## config.mk

```make
export PLATFORM = sky130hd
export DESIGN_NAME = lsch_handler
export DESIGN_NICKNAME = d
export VERILOG_FILES = /design/src/hdl/lsch_pkg.sv /design/src/hdl/lsch_ctr_if.sv /design/src/hdl/lsch_handler.sv /design/src/hdl/lsch_log_ctr.sv
export SDC_FILE = /design/constraint.sdc
export NUM_CORES = 1
export LEC_CHECK = 0
export BUFFER_PORTS_ARGS = -buffer_cell sky130_fd_sc_hd__buf_4
export CAP_MARGIN = 20
export CORE_UTILIZATION = 35
export CTS_CLUSTER_SIZE = 40
export DETAILED_ROUTE_END_ITERATION = 8
export PLACE_DENSITY = 0.51
export SKIP_LAST_GASP = 1
export SLEW_MARGIN = 20
export SYNTH_ARGS = -nofsm -noshare
export SYNTH_HDL_FRONTEND = slang
export SYNTH_SLANG_ARGS = --single-unit
```

## constraint.sdc

```tcl
create_clock -name mclk_i -period 7.3 [get_ports mclk_i]
set_clock_uncertainty 0.1 [all_clocks]
set_input_delay 0.365 -clock mclk_i [delete_from_list [all_inputs] [get_ports mclk_i]]
set_output_delay 0.365 -clock mclk_i [all_outputs]
set_load 0.03 [all_outputs]
```

## src/hdl/lsch_pkg.sv

```systemverilog
// Purpose: Shared constants and types for the log sense command handler.
// Assumes: One 100 MHz clock, CDB bytes and data-in bytes move one per cycle.
// Notes:   Offsets, field positions, codes and the counter reset value live here.
`default_nettype none
package lsch_pkg;
  // ----------------------------------------------------------------------
  // Command descriptor block layout
  // ----------------------------------------------------------------------
  localparam logic [7:0] OPC_LOG_SENSE = 8'h4d; // Operation code accepted.
  localparam logic [3:0] CDB_LAST = 4'h9; // Index of the final CDB byte.
  localparam logic [3:0] B_OPC = 4'h0; // Operation code byte.
  localparam logic [3:0] B_FLAGS = 4'h1; // Byte holding the save request bit.
  localparam logic [3:0] B_PAGE = 4'h2; // Page select control and page code.
  localparam logic [3:0] B_PTR_HI = 4'h5; // Start parameter pointer, high.
  localparam logic [3:0] B_PTR_LO = 4'h6; // Start parameter pointer, low.
  localparam logic [3:0] B_ALLOC_HI = 4'h7; // Allocation length, high.
  localparam logic [3:0] B_ALLOC_LO = 4'h8; // Allocation length, low.
  localparam int SAVE_REQ_POS = 0; // Save request bit position in byte 1.
  localparam int PSC_POS = 6; // Low bit of page select control in byte 2.
  localparam logic [1:0] PSC_CURRENT = 2'h1; // Current cumulative values.
  // ----------------------------------------------------------------------
  // Status and sense codes
  // ----------------------------------------------------------------------
  localparam logic [3:0] SK_NONE = 4'h0; // Sense key for good status.
  localparam logic [3:0] SK_ILLEGAL = 4'h5; // Illegal request.
  localparam logic [7:0] ASC_NONE = 8'h00; // No additional sense.
  localparam logic [7:0] ASC_BAD_OPC = 8'h20; // Invalid operation code.
  localparam logic [7:0] ASC_BAD_CDB = 8'h24; // Invalid field in CDB.
  // ----------------------------------------------------------------------
  // Log page layout
  // ----------------------------------------------------------------------
  localparam logic [15:0] HDR_LEN = 16'h0004; // Page header bytes.
  localparam logic [15:0] PAR_LEN = 16'h0008; // Header plus value bytes.
  localparam logic [7:0] PAR_VAL_LEN = 8'h04; // Value bytes per parameter.
  localparam logic [5:0] CTRL_FIXED = 6'h00; // Update, save, threshold bits.
  localparam logic [5:0] PG_SUPPORTED = 6'h00; // Supported pages list.
  localparam logic [5:0] PG_CTR = 6'h02; // Page carrying the counters.
  localparam int N_SUP = 17; // Entries in the supported list.
  localparam logic [15:0] SUP_LEN = 16'h0011; // Length of the supported list.
  localparam logic [7:0] SUP_PAGES [N_SUP] = '{8'h00, 8'h02, 8'h03, 8'h05,
    8'h06, 8'h08, 8'h0d, 8'h0e, 8'h0f, 8'h10, 8'h15, 8'h18, 8'h19, 8'h1a,
    8'h2f, 8'h30, 8'h37};
  // ----------------------------------------------------------------------
  // Parameters of the counter page
  // ----------------------------------------------------------------------
  localparam int CTR_W = 32; // Counter width.
  localparam int N_CTR = 4; // Counting parameters.
  localparam int N_PAR = 5; // Counters plus one binary list parameter.
  localparam logic [15:0] N_PAR_W = 16'h0005; // Same count, sized.
  localparam logic [CTR_W-1:0] CTR_RESET = 32'h0000_0000; // Cleared value.
  localparam logic [1:0] FL_CTR_STOP = 2'b00; // Stops on a page saturation.
  localparam logic [1:0] FL_ASCII = 2'b01; // ASCII list.
  localparam logic [1:0] FL_CTR_RUN = 2'b10; // Runs on past a page neighbour's saturation.
  localparam logic [1:0] FL_BIN = 2'b11; // Binary list.
  localparam logic [1:0] PAR_FL [N_PAR] = '{FL_CTR_STOP, FL_CTR_STOP,
    FL_CTR_RUN, FL_CTR_RUN, FL_BIN};
  // ----------------------------------------------------------------------
  // Sequencer states
  // ----------------------------------------------------------------------
  typedef enum logic [0:0] {ST_IDLE, ST_SEND} lsch_state_e;
endpackage
`default_nettype wire

```

## src/hdl/lsch_ctr_if.sv

```systemverilog
// Purpose: Carries one log counter's controls and value between modules.
// Assumes: Driven and read on the single system clock.
// Notes:   The page side drives the controls, the counter drives the value.
`timescale 1ns/1ps
`default_nettype none
interface lsch_ctr_if;
  import lsch_pkg::*;
  logic inc; // Event to count.
  logic stop; // Hold the count because a page neighbour saturated.
  logic clr; // Reset to the cleared value.
  logic sat; // Counter sits at its maximum.
  logic [CTR_W-1:0] val; // Current count.
  modport ctr (input inc, input stop, input clr, output sat, output val);
  modport page (output inc, output stop, output clr, input sat, input val);
endinterface // lsch_ctr_if
`default_nettype wire

```

## src/hdl/lsch_handler.sv

```systemverilog
// Purpose: Target-side handler for the log sense command.
// Assumes: CDB bytes arrive in order, one per cycle while cdb_ready_o is high.
// Notes:   Data-in bytes leave on a valid/ready handshake, then one status pulse.
`timescale 1ns/1ps
`default_nettype none
module lsch_handler (
  input wire logic mclk_i,
  input wire logic rst_i,
  input wire logic cdb_valid_i,
  input wire logic [7:0] cdb_byte_i,
  output logic cdb_ready_o,
  input wire logic din_ready_i,
  output logic din_valid_o,
  output logic [7:0] din_data_o,
  output logic sts_valid_o,
  output logic sts_check_o,
  output logic [3:0] sense_key_o,
  output logic [7:0] asc_o,
  output logic save_pulse_o,
  input wire logic [lsch_pkg::N_CTR-1:0] ctr_event_i,
  input wire logic [lsch_pkg::CTR_W-1:0] list_value_i,
  input wire logic list_page_i,
  input wire logic clear_req_i,
  input wire logic [1:0] clear_psc_i,
  input wire logic counter_reset_bit_i
);
  import lsch_pkg::*;

  // ----------------------------------------------------------------------
  // State
  // ----------------------------------------------------------------------
  // Whole state of the handler; outputs are fields of it.
  typedef struct packed {
    lsch_state_e st; // Sequencer state.
    logic [3:0] cnt; // Index of the next CDB byte.
    logic [7:0] opc; // Captured operation code.
    logic save_req; // Captured save request bit.
    logic [1:0] psc; // Captured page select control.
    logic [5:0] page; // Page code, later the page being sent.
    logic [15:0] ptr; // Starting parameter code.
    logic [15:0] alloc; // Allocation length.
    logic [2:0] first; // First parameter sent from the counter page.
    logic [15:0] plen; // Page length field of the page being sent.
    logic [15:0] idx; // Index of the byte on the data-in port.
    logic [15:0] limit; // Bytes to send in this command.
    logic cdb_ready; // Ready for a CDB byte.
    logic din_valid; // Data-in byte is valid.
    logic [7:0] din_data; // Data-in byte.
    logic sts_valid; // Status pulse.
    logic sts_check; // Status is check condition.
    logic [3:0] key; // Sense key.
    logic [7:0] asc; // Additional sense code.
    logic save; // Save pulse.
  } lsch_hdl_s;

  localparam lsch_hdl_s HDL_RESET = '{st: ST_IDLE, cnt: 4'h0, opc: 8'h00,
    save_req: 1'b0, psc: 2'h0, page: 6'h00, ptr: 16'h0000, alloc: 16'h0000,
    first: 3'h0, plen: 16'h0000, idx: 16'h0000, limit: 16'h0000,
    cdb_ready: 1'b1, din_valid: 1'b0, din_data: 8'h00, sts_valid: 1'b0,
    sts_check: 1'b0, key: SK_NONE, asc: ASC_NONE, save: 1'b0};

  lsch_hdl_s q; // Registered state.
  lsch_hdl_s d; // Next state.

  // ----------------------------------------------------------------------
  // Counters of the counter page
  // ----------------------------------------------------------------------
  lsch_ctr_if ctr_bus [N_CTR] (); // One link per counter.
  logic [N_CTR-1:0] sat_vec; // Saturation of each counter.
  logic [N_PAR-1:0][CTR_W-1:0] par_val; // Values of every parameter.
  logic clr_all; // Clearing command for the current cumulative values.

  // A clear needs current cumulative control with the reset bit set.
  assign clr_all = clear_req_i && (clear_psc_i == PSC_CURRENT) && counter_reset_bit_i;
  // The list parameter is a binary value with no saturation handling.
  assign par_val[N_PAR-1] = list_value_i;

  // Each counter stops only for its own format and a neighbour's saturation.
  for (genvar g = 0; g < N_CTR; g++) begin : g_ctr
    assign ctr_bus[g].inc = ctr_event_i[g];
    assign ctr_bus[g].clr = clr_all;
    assign ctr_bus[g].stop = (PAR_FL[g] == FL_CTR_STOP) &&
      |(sat_vec & ~(N_CTR'(1) << g));
    assign sat_vec[g] = ctr_bus[g].sat;
    assign par_val[g] = ctr_bus[g].val;
    lsch_log_ctr u_ctr (
      .mclk_i(mclk_i),
      .rst_i(rst_i),
      .bus(ctr_bus[g])
    );
  end

  // ----------------------------------------------------------------------
  // Command checks
  // ----------------------------------------------------------------------
  logic bad_opc; // Operation code is not log sense.
  logic bad_psc; // Page select control is not current cumulative.
  logic bad_page; // Requested page is not supported.
  logic cdb_done; // Final CDB byte is taken this cycle.

  // True when the page code is in the supported list.
  function automatic logic page_known(input logic [5:0] pg);
    logic hit;
    hit = 1'b0;
    for (int i = 0; i < N_SUP; i++) begin
      if (SUP_PAGES[i] == {2'b00, pg}) begin
        hit = 1'b1;
      end
    end
    return hit;
  endfunction

  assign cdb_done = (q.st == ST_IDLE) && cdb_valid_i && (q.cnt == CDB_LAST);
  assign bad_opc = (q.opc != OPC_LOG_SENSE);
  assign bad_psc = (q.psc != PSC_CURRENT);
  // A list-format page is sent whatever the page code says.
  assign bad_page = !list_page_i && !page_known(q.page);

  // ----------------------------------------------------------------------
  // Log page byte generator
  // ----------------------------------------------------------------------
  // Returns byte k of the page being sent.
  function automatic logic [7:0] log_byte(input logic [5:0] pg,
      input logic [2:0] first, input logic [15:0] plen, input logic [15:0] k,
      input logic [N_PAR-1:0][CTR_W-1:0] vals);
    logic [15:0] off;
    logic [2:0] p;
    logic [2:0] b;
    logic [7:0] r;
    off = k - HDR_LEN;
    p = 3'(first + off[5:3]);
    b = off[2:0];
    r = 8'h00;
    if (k == 16'h0000) begin
      r = {2'b00, pg};
    end else if (k == 16'h0002) begin
      r = plen[15:8];
    end else if (k == 16'h0003) begin
      r = plen[7:0];
    end else if (k >= HDR_LEN) begin
      if (pg == PG_SUPPORTED) begin
        r = SUP_PAGES[off[4:0]];
      end else begin
        case (b)
          3'h1: r = {5'h00, p};
          3'h2: r = {CTRL_FIXED, PAR_FL[p]};
          3'h3: r = PAR_VAL_LEN;
          3'h4, 3'h5, 3'h6, 3'h7: r = 8'(vals[p] >> {3'h7 - b, 3'h0});
          default: r = 8'h00;
        endcase
      end
    end
    return r;
  endfunction

  // ----------------------------------------------------------------------
  // Sequencer
  // ----------------------------------------------------------------------
  // Collects the CDB, checks it, streams the page and reports status.
  always_comb begin
    logic [5:0] pg;
    logic [15:0] npar;
    logic [15:0] plen;
    logic [15:0] total;
    logic [15:0] lim;
    logic [15:0] nxt;
    pg = list_page_i ? PG_CTR : q.page;
    npar = (q.ptr > (N_PAR_W - 16'h0001)) ? 16'h0000 : N_PAR_W - q.ptr;
    plen = 16'h0000;
    nxt = q.idx + 16'h0001;
    total = 16'h0000;
    lim = 16'h0000;
    d = q;
    d.sts_valid = 1'b0;
    d.save = 1'b0;
    case (q.st)
      ST_IDLE: begin
        if (cdb_valid_i) begin
          // Capture the fields of interest by byte position.
          if (q.cnt == B_OPC) begin
            d.opc = cdb_byte_i;
          end else if (q.cnt == B_FLAGS) begin
            d.save_req = cdb_byte_i[SAVE_REQ_POS];
          end else if (q.cnt == B_PAGE) begin
            d.psc = cdb_byte_i[PSC_POS +: 2];
            d.page = cdb_byte_i[5:0];
          end else if (q.cnt == B_PTR_HI) begin
            d.ptr[15:8] = cdb_byte_i;
          end else if (q.cnt == B_PTR_LO) begin
            d.ptr[7:0] = cdb_byte_i;
          end else if (q.cnt == B_ALLOC_HI) begin
            d.alloc[15:8] = cdb_byte_i;
          end else if (q.cnt == B_ALLOC_LO) begin
            d.alloc[7:0] = cdb_byte_i;
          end
          d.cnt = q.cnt + 4'h1;
          if (q.cnt == CDB_LAST) begin
            d.cnt = 4'h0;
            d.sts_check = 1'b0;
            d.key = SK_NONE;
            d.asc = ASC_NONE;
            if (bad_opc) begin
              // Wrong operation code: report and send nothing.
              d.sts_valid = 1'b1;
              d.sts_check = 1'b1;
              d.key = SK_ILLEGAL;
              d.asc = ASC_BAD_OPC;
            end else if (bad_psc || bad_page) begin
              // Bad field in the CDB: report and send nothing.
              d.sts_valid = 1'b1;
              d.sts_check = 1'b1;
              d.key = SK_ILLEGAL;
              d.asc = ASC_BAD_CDB;
            end else begin
              // Size the page and cap it by the allocation length.
              if (pg == PG_SUPPORTED) begin
                plen = SUP_LEN;
              end else if (pg == PG_CTR) begin
                plen = 16'(npar * PAR_LEN);
              end
              total = HDR_LEN + plen;
              lim = (total < q.alloc) ? total : q.alloc;
              d.save = q.save_req;
              d.page = pg;
              d.first = q.ptr[2:0];
              d.plen = plen;
              d.limit = lim;
              d.idx = 16'h0000;
              if (lim == 16'h0000) begin
                d.sts_valid = 1'b1;
              end else begin
                d.st = ST_SEND;
                d.cdb_ready = 1'b0;
                d.din_valid = 1'b1;
                d.din_data = log_byte(pg, q.ptr[2:0], plen, 16'h0000, par_val);
              end
            end
          end
        end
      end
      ST_SEND: begin
        if (din_ready_i) begin
          d.idx = nxt;
          if (nxt == q.limit) begin
            // Last byte taken: good status and back to idle.
            d.st = ST_IDLE;
            d.din_valid = 1'b0;
            d.din_data = 8'h00;
            d.cdb_ready = 1'b1;
            d.sts_valid = 1'b1;
          end else begin
            d.din_data = log_byte(q.page, q.first, q.plen, nxt, par_val);
          end
        end
      end
      default: begin
        d = HDL_RESET;
      end
    endcase
  end

  // State register.
  always_ff @(posedge mclk_i or posedge rst_i) begin
    if (rst_i) begin
      q <= HDL_RESET;
    end else begin
      q <= d;
    end
  end

  // Outputs straight from the state register.
  assign cdb_ready_o = q.cdb_ready;
  assign din_valid_o = q.din_valid;
  assign din_data_o = q.din_data;
  assign sts_valid_o = q.sts_valid;
  assign sts_check_o = q.sts_check;
  assign sense_key_o = q.key;
  assign asc_o = q.asc;
  assign save_pulse_o = q.save;
endmodule // lsch_handler
`default_nettype wire

```

## src/hdl/lsch_log_ctr.sv

```systemverilog
// Purpose: One saturating log counter of the counter page.
// Assumes: Clear has priority over an event in the same cycle.
// Notes:   A stopped or saturated counter holds its value until cleared.
`timescale 1ns/1ps
`default_nettype none
module lsch_log_ctr (
  input wire logic mclk_i,
  input wire logic rst_i,
  lsch_ctr_if.ctr bus
);
  import lsch_pkg::*;

  // Whole state of the counter.
  typedef struct packed {
    logic [CTR_W-1:0] val;
  } lsch_ctr_s;

  lsch_ctr_s q; // Registered state.
  lsch_ctr_s d; // Next state.

  // The count is saturated once every bit is set.
  assign bus.sat = &q.val;
  assign bus.val = q.val;

  // Next-state logic: clear first, then a counted event.
  always_comb begin
    d = q;
    if (bus.clr) begin
      d.val = CTR_RESET;
    end else if (bus.inc && !bus.stop && !bus.sat) begin
      d.val = q.val + 32'h0000_0001;
    end
  end

  // State register.
  always_ff @(posedge mclk_i or posedge rst_i) begin
    if (rst_i) begin
      q <= '{val: CTR_RESET};
    end else begin
      q <= d;
    end
  end
endmodule // lsch_log_ctr
`default_nettype wire

```

=== Word level (Yosys, flattened, before mapping) ===
Memory sizes are Yosys's and may differ from the RTL's.
Cells that the tools add are included.

* Flip-flop bits (word level): 258
* RAM bits: 0
* Latch bits: 0
* Memories kept: 2
* ROM bits: 272
* Input port bits: 53
* Word-level logic and storage cells: 237
* Output and inout bits: 25

* Shifts and indexed selects: 1
* Bitwise operators: 11
* Muxes and demuxes: 89
* Reduce and logical (&&, ||, !) cells: 47
* Magnitude comparators: 6
* Div/mod/pow operators: 0
* Equal/unequal tests: 44
* Add/sub/neg operators: 11
* Multiply operators: 0

{| class="wikitable"
|+ Memory list
! memory !! words !! bits a word !! rd ports !! clocked after memory_dff !! wr ports !! line !! text
|-
| (name not given) || 32 || 8 || 1 || 0 || 0 || lsch_handler.sv:142 || <nowiki>r = SUP_PAGES[off[4:0]];</nowiki>
|-
| (name not given) || 8 || 2 || 1 || 0 || 0 || lsch_handler.sv:146 || <nowiki>3'h2: r = {CTRL_FIXED, PAR_FL[p]};</nowiki>
|}

{| class="wikitable"
|+ Operators with widths
! kind !! count
|-
| two-way mux 32 bit || 10
|-
| two-way mux 16 bit || 10
|-
| two-way mux 130 bit || 1
|-
| adder 32 x 1 -> 32 bit, second input constant || 4
|-
| AND reduction 32 bit || 4
|-
| two-way mux 61 bit || 2
|-
| two-way mux 8 bit || 15
|-
| binary-select mux 32 bit (select 3 bit) || 1
|-
| two-way mux 76 bit || 1
|-
| two-way mux 41 bit || 1
|-
| two-way mux 40 bit || 1
|-
| equality test 16 x 2 -> 1 bit, second input constant || 2
|-
| logical NOT 16 bit || 2
|-
| one-hot mux 16 bit (2 select lines) || 1
|-
| one-hot mux 8 bit (4 select lines) || 1
|-
| >> shifter 32 x 6 -> 8 bit || 1
|-
| equality test 5 x 6 -> 1 bit, first input constant || 5
|-
| two-way mux 1 bit || 29
|-
| two-way mux 13 bit || 2
|-
| equality test 4 x 6 -> 1 bit, first input constant || 4
|-
| two-way mux 24 bit || 1
|-
| two-way mux 6 bit || 4
|-
| one-hot mux 11 bit (2 select lines) || 1
|-
| equality test 6 bit, first input constant || 3
|-
| other kinds (53) || 103
|}

=== Depth between registers and ports, before layout ===
* Depth in word-level cells: 36
* Mapped depth: 21

=== Cells and area by module ===
From an unflattened synthesis, not the netlist that was laid out.

* Cells, all modules: 1713
* Area, all modules: 15969.1 um2

{| class="wikitable"
|+ Modules (own cells, without submodules)
! module !! area each (um2) !! sequential area each (um2) !! cells each !! instances
|-
| lsch_handler || 8760.9 || 2929.1 || 933 || 1
|-
| lsch_log_ctr at g_ctr[0].u_ctr ... || 1780.5 || 800.8 || 192 || 3
|-
| lsch_log_ctr at g_ctr[3].u_ctr || 1866.8 || 800.8 || 204 || 1
|}

=== Worst setup path after synthesis ===
No wires, ideal clock.

* Path type: register to register
* From: reg q[42] in the netlist's numbering
* To: reg q, in the netlist din_data_o[1]
* Cell stages (with the launch flop): 20
* Data required time: 7.064 ns
* Arrival time: 4.765 ns
* Slack: 2.299 ns
* Buffers on the path: 5
* Path through: dfrtp_1 -> ha_1 -> buf_2 -> inv_1 -> ha_1 -> clkinv_1 -> ha_1 -> clkbuf_1 -> inv_1 -> ha_1 -> fa_1 -> buf_2 -> buf_1 -> clkbuf_1 -> mux4_2 -> nor2_1 -> nor2_1 -> o211ai_1 -> a21o_1 -> o211ai_1

* Longest elaborated chain between the ends: 16
* Elaborated cells between the ends (all ways): 37

{| class="wikitable"
|+ RTL lines
! what !! line !! text
|-
| start, declared || lsch_handler.sv:62 || <nowiki>lsch_hdl_s q;</nowiki>
|-
| start signal, assigned || lsch_handler.sv:265 || <nowiki>q <= HDL_RESET;</nowiki>
|-
| start signal, assigned || lsch_handler.sv:267 || <nowiki>q <= d;</nowiki>
|-
| adder 16 x 1 -> 16 bit (*) || lsch_handler.sv:170 || <nowiki>nxt = q.idx + 16'h0001;</nowiki>
|-
| branches (longest 12 deep; another with subtractor 6 x 3 -> 6 bit) || - ||
|-
| two-way mux 8 bit (*) || lsch_handler.sv:244 || <nowiki>if (nxt == q.limit) begin</nowiki>
|-
| two-way mux 11 bit (*) || lsch_handler.sv:242 || <nowiki>if (din_ready_i) begin</nowiki>
|-
| one-hot mux 11 bit (2 select lines) (*) || lsch_handler.sv:176 || <nowiki>case (q.st)</nowiki>
|}

Mark *: on every way between the ends. The select of a mux whose other input is x is not followed.
A chain may end at the register's enable or synchronous reset.

=== Final worst setup path ===
* From: reg q[41] in the netlist's numbering
* To: reg q, in the netlist din_data_o[6]

* Longest elaborated chain between the ends: 15
* Elaborated cells between the ends (all ways): 33

{| class="wikitable"
|+ RTL lines
! what !! line !! text
|-
| adder 16 x 1 -> 16 bit (*) || lsch_handler.sv:170 ||
|-
| subtractor 6 x 3 -> 6 bit || lsch_handler.sv:130 || <nowiki>off = k - HDR_LEN;</nowiki>
|-
| adder 3 bit || lsch_handler.sv:131 || <nowiki>p = 3'(first + off[5:3]);</nowiki>
|-
| binary-select mux 32 bit (select 3 bit) || lsch_handler.sv:148 || <nowiki>3'h4, 3'h5, 3'h6, 3'h7: r = 8'(vals[p] >> {3'h7 - b, 3'h0});</nowiki>
|-
| two-way mux 32 bit (not written as such) || lsch_handler.sv:148 ||
|-
| >> shifter 32 x 6 -> 8 bit || lsch_handler.sv:148 ||
|-
| one-hot mux 8 bit (4 select lines) || lsch_handler.sv:144 || <nowiki>case (b)</nowiki>
|-
| two-way mux 8 bit || lsch_handler.sv:141 || <nowiki>if (pg == PG_SUPPORTED) begin</nowiki>
|-
| two-way mux 8 bit || lsch_handler.sv:140 || <nowiki>end else if (k >= HDR_LEN) begin</nowiki>
|-
| two-way mux 8 bit || lsch_handler.sv:138 || <nowiki>end else if (k == 16'h0003) begin</nowiki>
|-
| two-way mux 8 bit || lsch_handler.sv:136 || <nowiki>end else if (k == 16'h0002) begin</nowiki>
|-
| two-way mux 8 bit || lsch_handler.sv:134 || <nowiki>if (k == 16'h0000) begin</nowiki>
|-
| two-way mux 8 bit (*) || lsch_handler.sv:244 ||
|-
| two-way mux 11 bit (*) || lsch_handler.sv:242 ||
|-
| one-hot mux 11 bit (2 select lines) (*) || lsch_handler.sv:176 ||
|}

Mark *: on every way between the ends. The rest lies on a longest branch, timed or not. The select of a mux whose other input is x is not followed.

==> summary.txt <==
Power and ir drop
  • Logic pwr share: 0.202
  • Switching Share: 0.311
  • Net switching power: 1.37 mW
  • P_int: 3.04 mW
  • Worst vdd ir: 0.185 mV
  • Clock share of power: 0.383
  • Seq pwr share: 0.415
  • Power Dens Cells: 258 mW/mm2
  • Lkg Pwr: 7.40 nW

Worst setup path
  • Register-to-register setup slack: 0.93 ns
  • R2R Path End: din_data_o[6]
  • CP max FO: 22
  • Crit-path cells: buf_4 > ha_1 > inv_1 > ha_1 > clkinv_1 > ha_1 > inv_1 > ha_2 > fa_2 > xnor3_1 > a21oi_1 > a311oi_2 > nor2_2 > mux4_2 > o2111ai_1 > o21ai_1 > a22o_1
  • Req. time, crit path: 7.65 ns
  • CP bufs+invs: 4
  • Arr. time, crit path: 6.72 ns
  • Slowest-stage cell, CP: nor2_2
  • CP dominant cell by count: ha_1
  • RR Startpoint: q[41]
  • Setup CP Type: reg2reg
  • Worst Setup Start Kind: flop
  • Worst stage delay on the critical path: 0.77 ns
  • Dominant delay contributor by cell family on the critical path: adder cells
  • R2r worst-path depth: 17
  • CP endpoint kind: flop

Global routing
  • Gr usage total: 0.211
  • Global-route wire length before repair: 71600 um
  • Global route overflow: 0
  • Initial antenna violation count: 1
  • Vias in the first global route: 11700
  • Pin count of the biggest net entering global routing: 139

Synthesis
  • Synth cell types: 99
  • Top_reg_cell synth: dfrtp_1
  • Post-synth top cells: dfrtp_1 (244), nand2_1 (182), nor2_1 (174), xor2_1 (90), o21ai_0 (88)
  • Synth Instances: 1613
  • Seq/Total Area, Yosys: 0.407
  • Top post-synthesis cells by area: dfrtp_1 (41%), xor2_1 (5.2%), mux4_2 (4.8%), nand2_1 (4.5%), nor2_1 (4.3%)
  • Number of flops mapped to enable cells by yosys: 0
  • Synth Register Bits: 245
  • Syn Area/Cell: 9.33 um2
  • Netlist Area Pre-Place: 0.0151 mm2
  • Syn. warnings: 0
  • Area fraction of the dominant cell type after synthesis: 0.406
  • Async S/R FF share, synth: 1.00
  • Count leader, synth: dfrtp_1
  • Cell taking the most area after synthesis: dfrtp_1

Clock tree
  • Clock transition at the registers of the reported paths: 0.06 ns
  • Num CTS Buffers: 30
  • H-tree Lvls: 1
  • TritonCTS clock tree: done
  • Clk Latency, worst-skew pair: 0.57 ns
  • Max clock buf depth: 3
  • Clock sinks: 245
  • Root buf cell: clkbuf_16

Die
  • Die H: 209 um
  • Row count: 75
  • Starting density of the core: 0.356
  • Die Width: 209 um
  • # IOs: 78
  • CORE AREA: 0.0422 mm2
  • Die area: 0.0438 mm2

Cells and area
  • Layout area overhead: 13.3%
  • Seq. cell area: 0.00613 mm2
  • Area of the multi-input gates: 0.00824 mm2
  • Filler Cell Count: 4200
  • Fraction of layout cells with a size suffix above 1: 0.152
  • Final Non-Filler Cells: 2201
  • Nets: 1721

STA
  • Hold Violations, Final: 0
  • Tcrit/Tclk final: 0.872
  • Rel. slew slack: 0.383
  • RSZ-0062 raised after global routing: no
  • Fmax: 0.157 GHz
  • Fin crit period: 6.37 ns
  • Final setup fails: 0
  • Hold Slack: 0.0178 ns
  • Slew Limit Fails: 0
  • TNS Setup: 0 ns
  • Worst-margin pin slew: 0.926 ns

Drt
  • DR WL/cell: 20.9 um
  • Total number of vias: 12100
  • DR pass1 iterations: 4
  • Drt drc: 0
  • Vias/cell: 5.50
  • Iter 0 DRT Violations: 864
  • Drt total wl: 45900 um
  • Routed Antenna Nets: 0

Hold path
  • Hold path depth: 2
  • Worst min path class: in2reg
  • Hold Crit Start: cdb_byte_i[2]
  • Endpoint, Worst Hold: q[119]

Flow run
  • Max-cap violations: 0

Placed design
  • Placed Instances: 2133
  • Port Buf Inserts: 69
  • DP HPWL: 33600 um
  • Routability cong.: 0.904

Status
  • Outcome: finished clean
cell families (layout without fill, tap and decap cells):
group / count (synthesis) / count (layout) / share of synthesized area
adder cells (fa/ha/maj): 31 / 31 / 0.0263
flip-flops: 245 / 245 / 0.407
XOR/XNOR: 136 / 136 / 0.0825
AND/OR/NAND/NOR: 709 / 709 / 0.239
buffers and inverters: 148 / 189 / 0.0480
AO/OA/AOI/OAI: 256 / 256 / 0.108
other: 1 / 9 / 0.000249
multiplexers: 87 / 87 / 0.0892
per-layer routing:
| layer | global-route usage | vias to the layer above | wire length (um) | part of all wire |
|---|---|---|---|---|
| li1 | - | 5792 | - | - |
| met3 | 0.0263 | 62 | 1820 | 0.040 |
| met5 | 0 | - | 0 | 0 |
| met4 | 0.0624 | 0 | 1180 | 0.026 |
| met1 | 0.292 | 6013 | 21000 | 0.46 |
| met2 | 0.346 | 233 | 21900 | 0.48 |
metrics by stage:
stage                     instance area (um2)  worst slack [ns]  utilization  total power [mW]
after detailed placement                15800             0.993        0.375              2.73
after global placement                  15800              1.05        0.375              2.71
after global routing                    17100             0.464        0.404              4.64
final                                   17100             0.934        0.404              4.41
after CTS                               17000             0.934        0.403              4.45
after floorplan                         15100             0.107            -              2.45
power by group through the flow:
stage                     logic (mW)  registers (mW)  clock network [mW]
final                          0.889            1.83                1.69
after global routing           0.993            1.86                1.78
after CTS                      0.891            1.83                1.73
after detailed placement       0.885            1.85                   0
after global placement         0.873            1.84                   0
after floorplan                0.726            1.72                   0
registers in the layout (all words and copies together), names as in the netlist:
name and count:
din_data_o 8, sts_valid_o 1, cdb_ready_o 1, g_ctr.u_ctr.bus.val 128
q 103, asc_o 1, din_valid_o 1, sense_key_o 1
save_pulse_o 1
layout make-up:
type	count	share of cell area
Antenna cell	1	0.000147
Multi-Input combinational cell	1227	0.483
Clock buffer	44	0.0513
Tap cell	539	0.0395
Sequential cell	245	0.359
Clock inverter	12	0.0142
Timing Repair Buffer	91	0.0425
Inverter	42	0.00968
worst max path at each step:
stage	from	to	slack, ns	cells past startpoint
after floorplan	rst_i	asc_o[2]	0.11	1
after global placement	q[41]	din_data_o[0]	1.05	18
after detailed placement	q[41]	din_data_o[0]	0.99	18
after CTS	q[41]	din_data_o[0]	0.93	18
after global routing	q[41]	din_data_o[6]	0.46	17
final	q[41]	din_data_o[6]	0.93	17
placed cells by master, fill, tap and decap left out, drive strengths merged, types with 7 or more instances in the layout:
cell type and count:
dlygate4sd3 9, xor2 90, or3 20, or4 10, o211ai 8, mux4 33
and4 19, a21oi 73, xnor2 43, nand2b 10, buf 82, dfrtp 244
nand2 185, and2 27, mux2 44, and3 38, mux2i 10, clkbuf 44
bufinv 7, a31oi 12, nor4 18, a211oi 10, nor2b 13, o21ai 91
ha 30, nor3 27, conb 8, nand4 52, inv 41, nand3 93
nor2 175
timing repair:
action | CTS | global route
hold endpoints to repair | 126 | 0
hold buffers | 9 | 0
setup buffers | 0 | 0
resized for setup | 0 | 0
No activity file was read; power rests on OpenSTA's default activity.
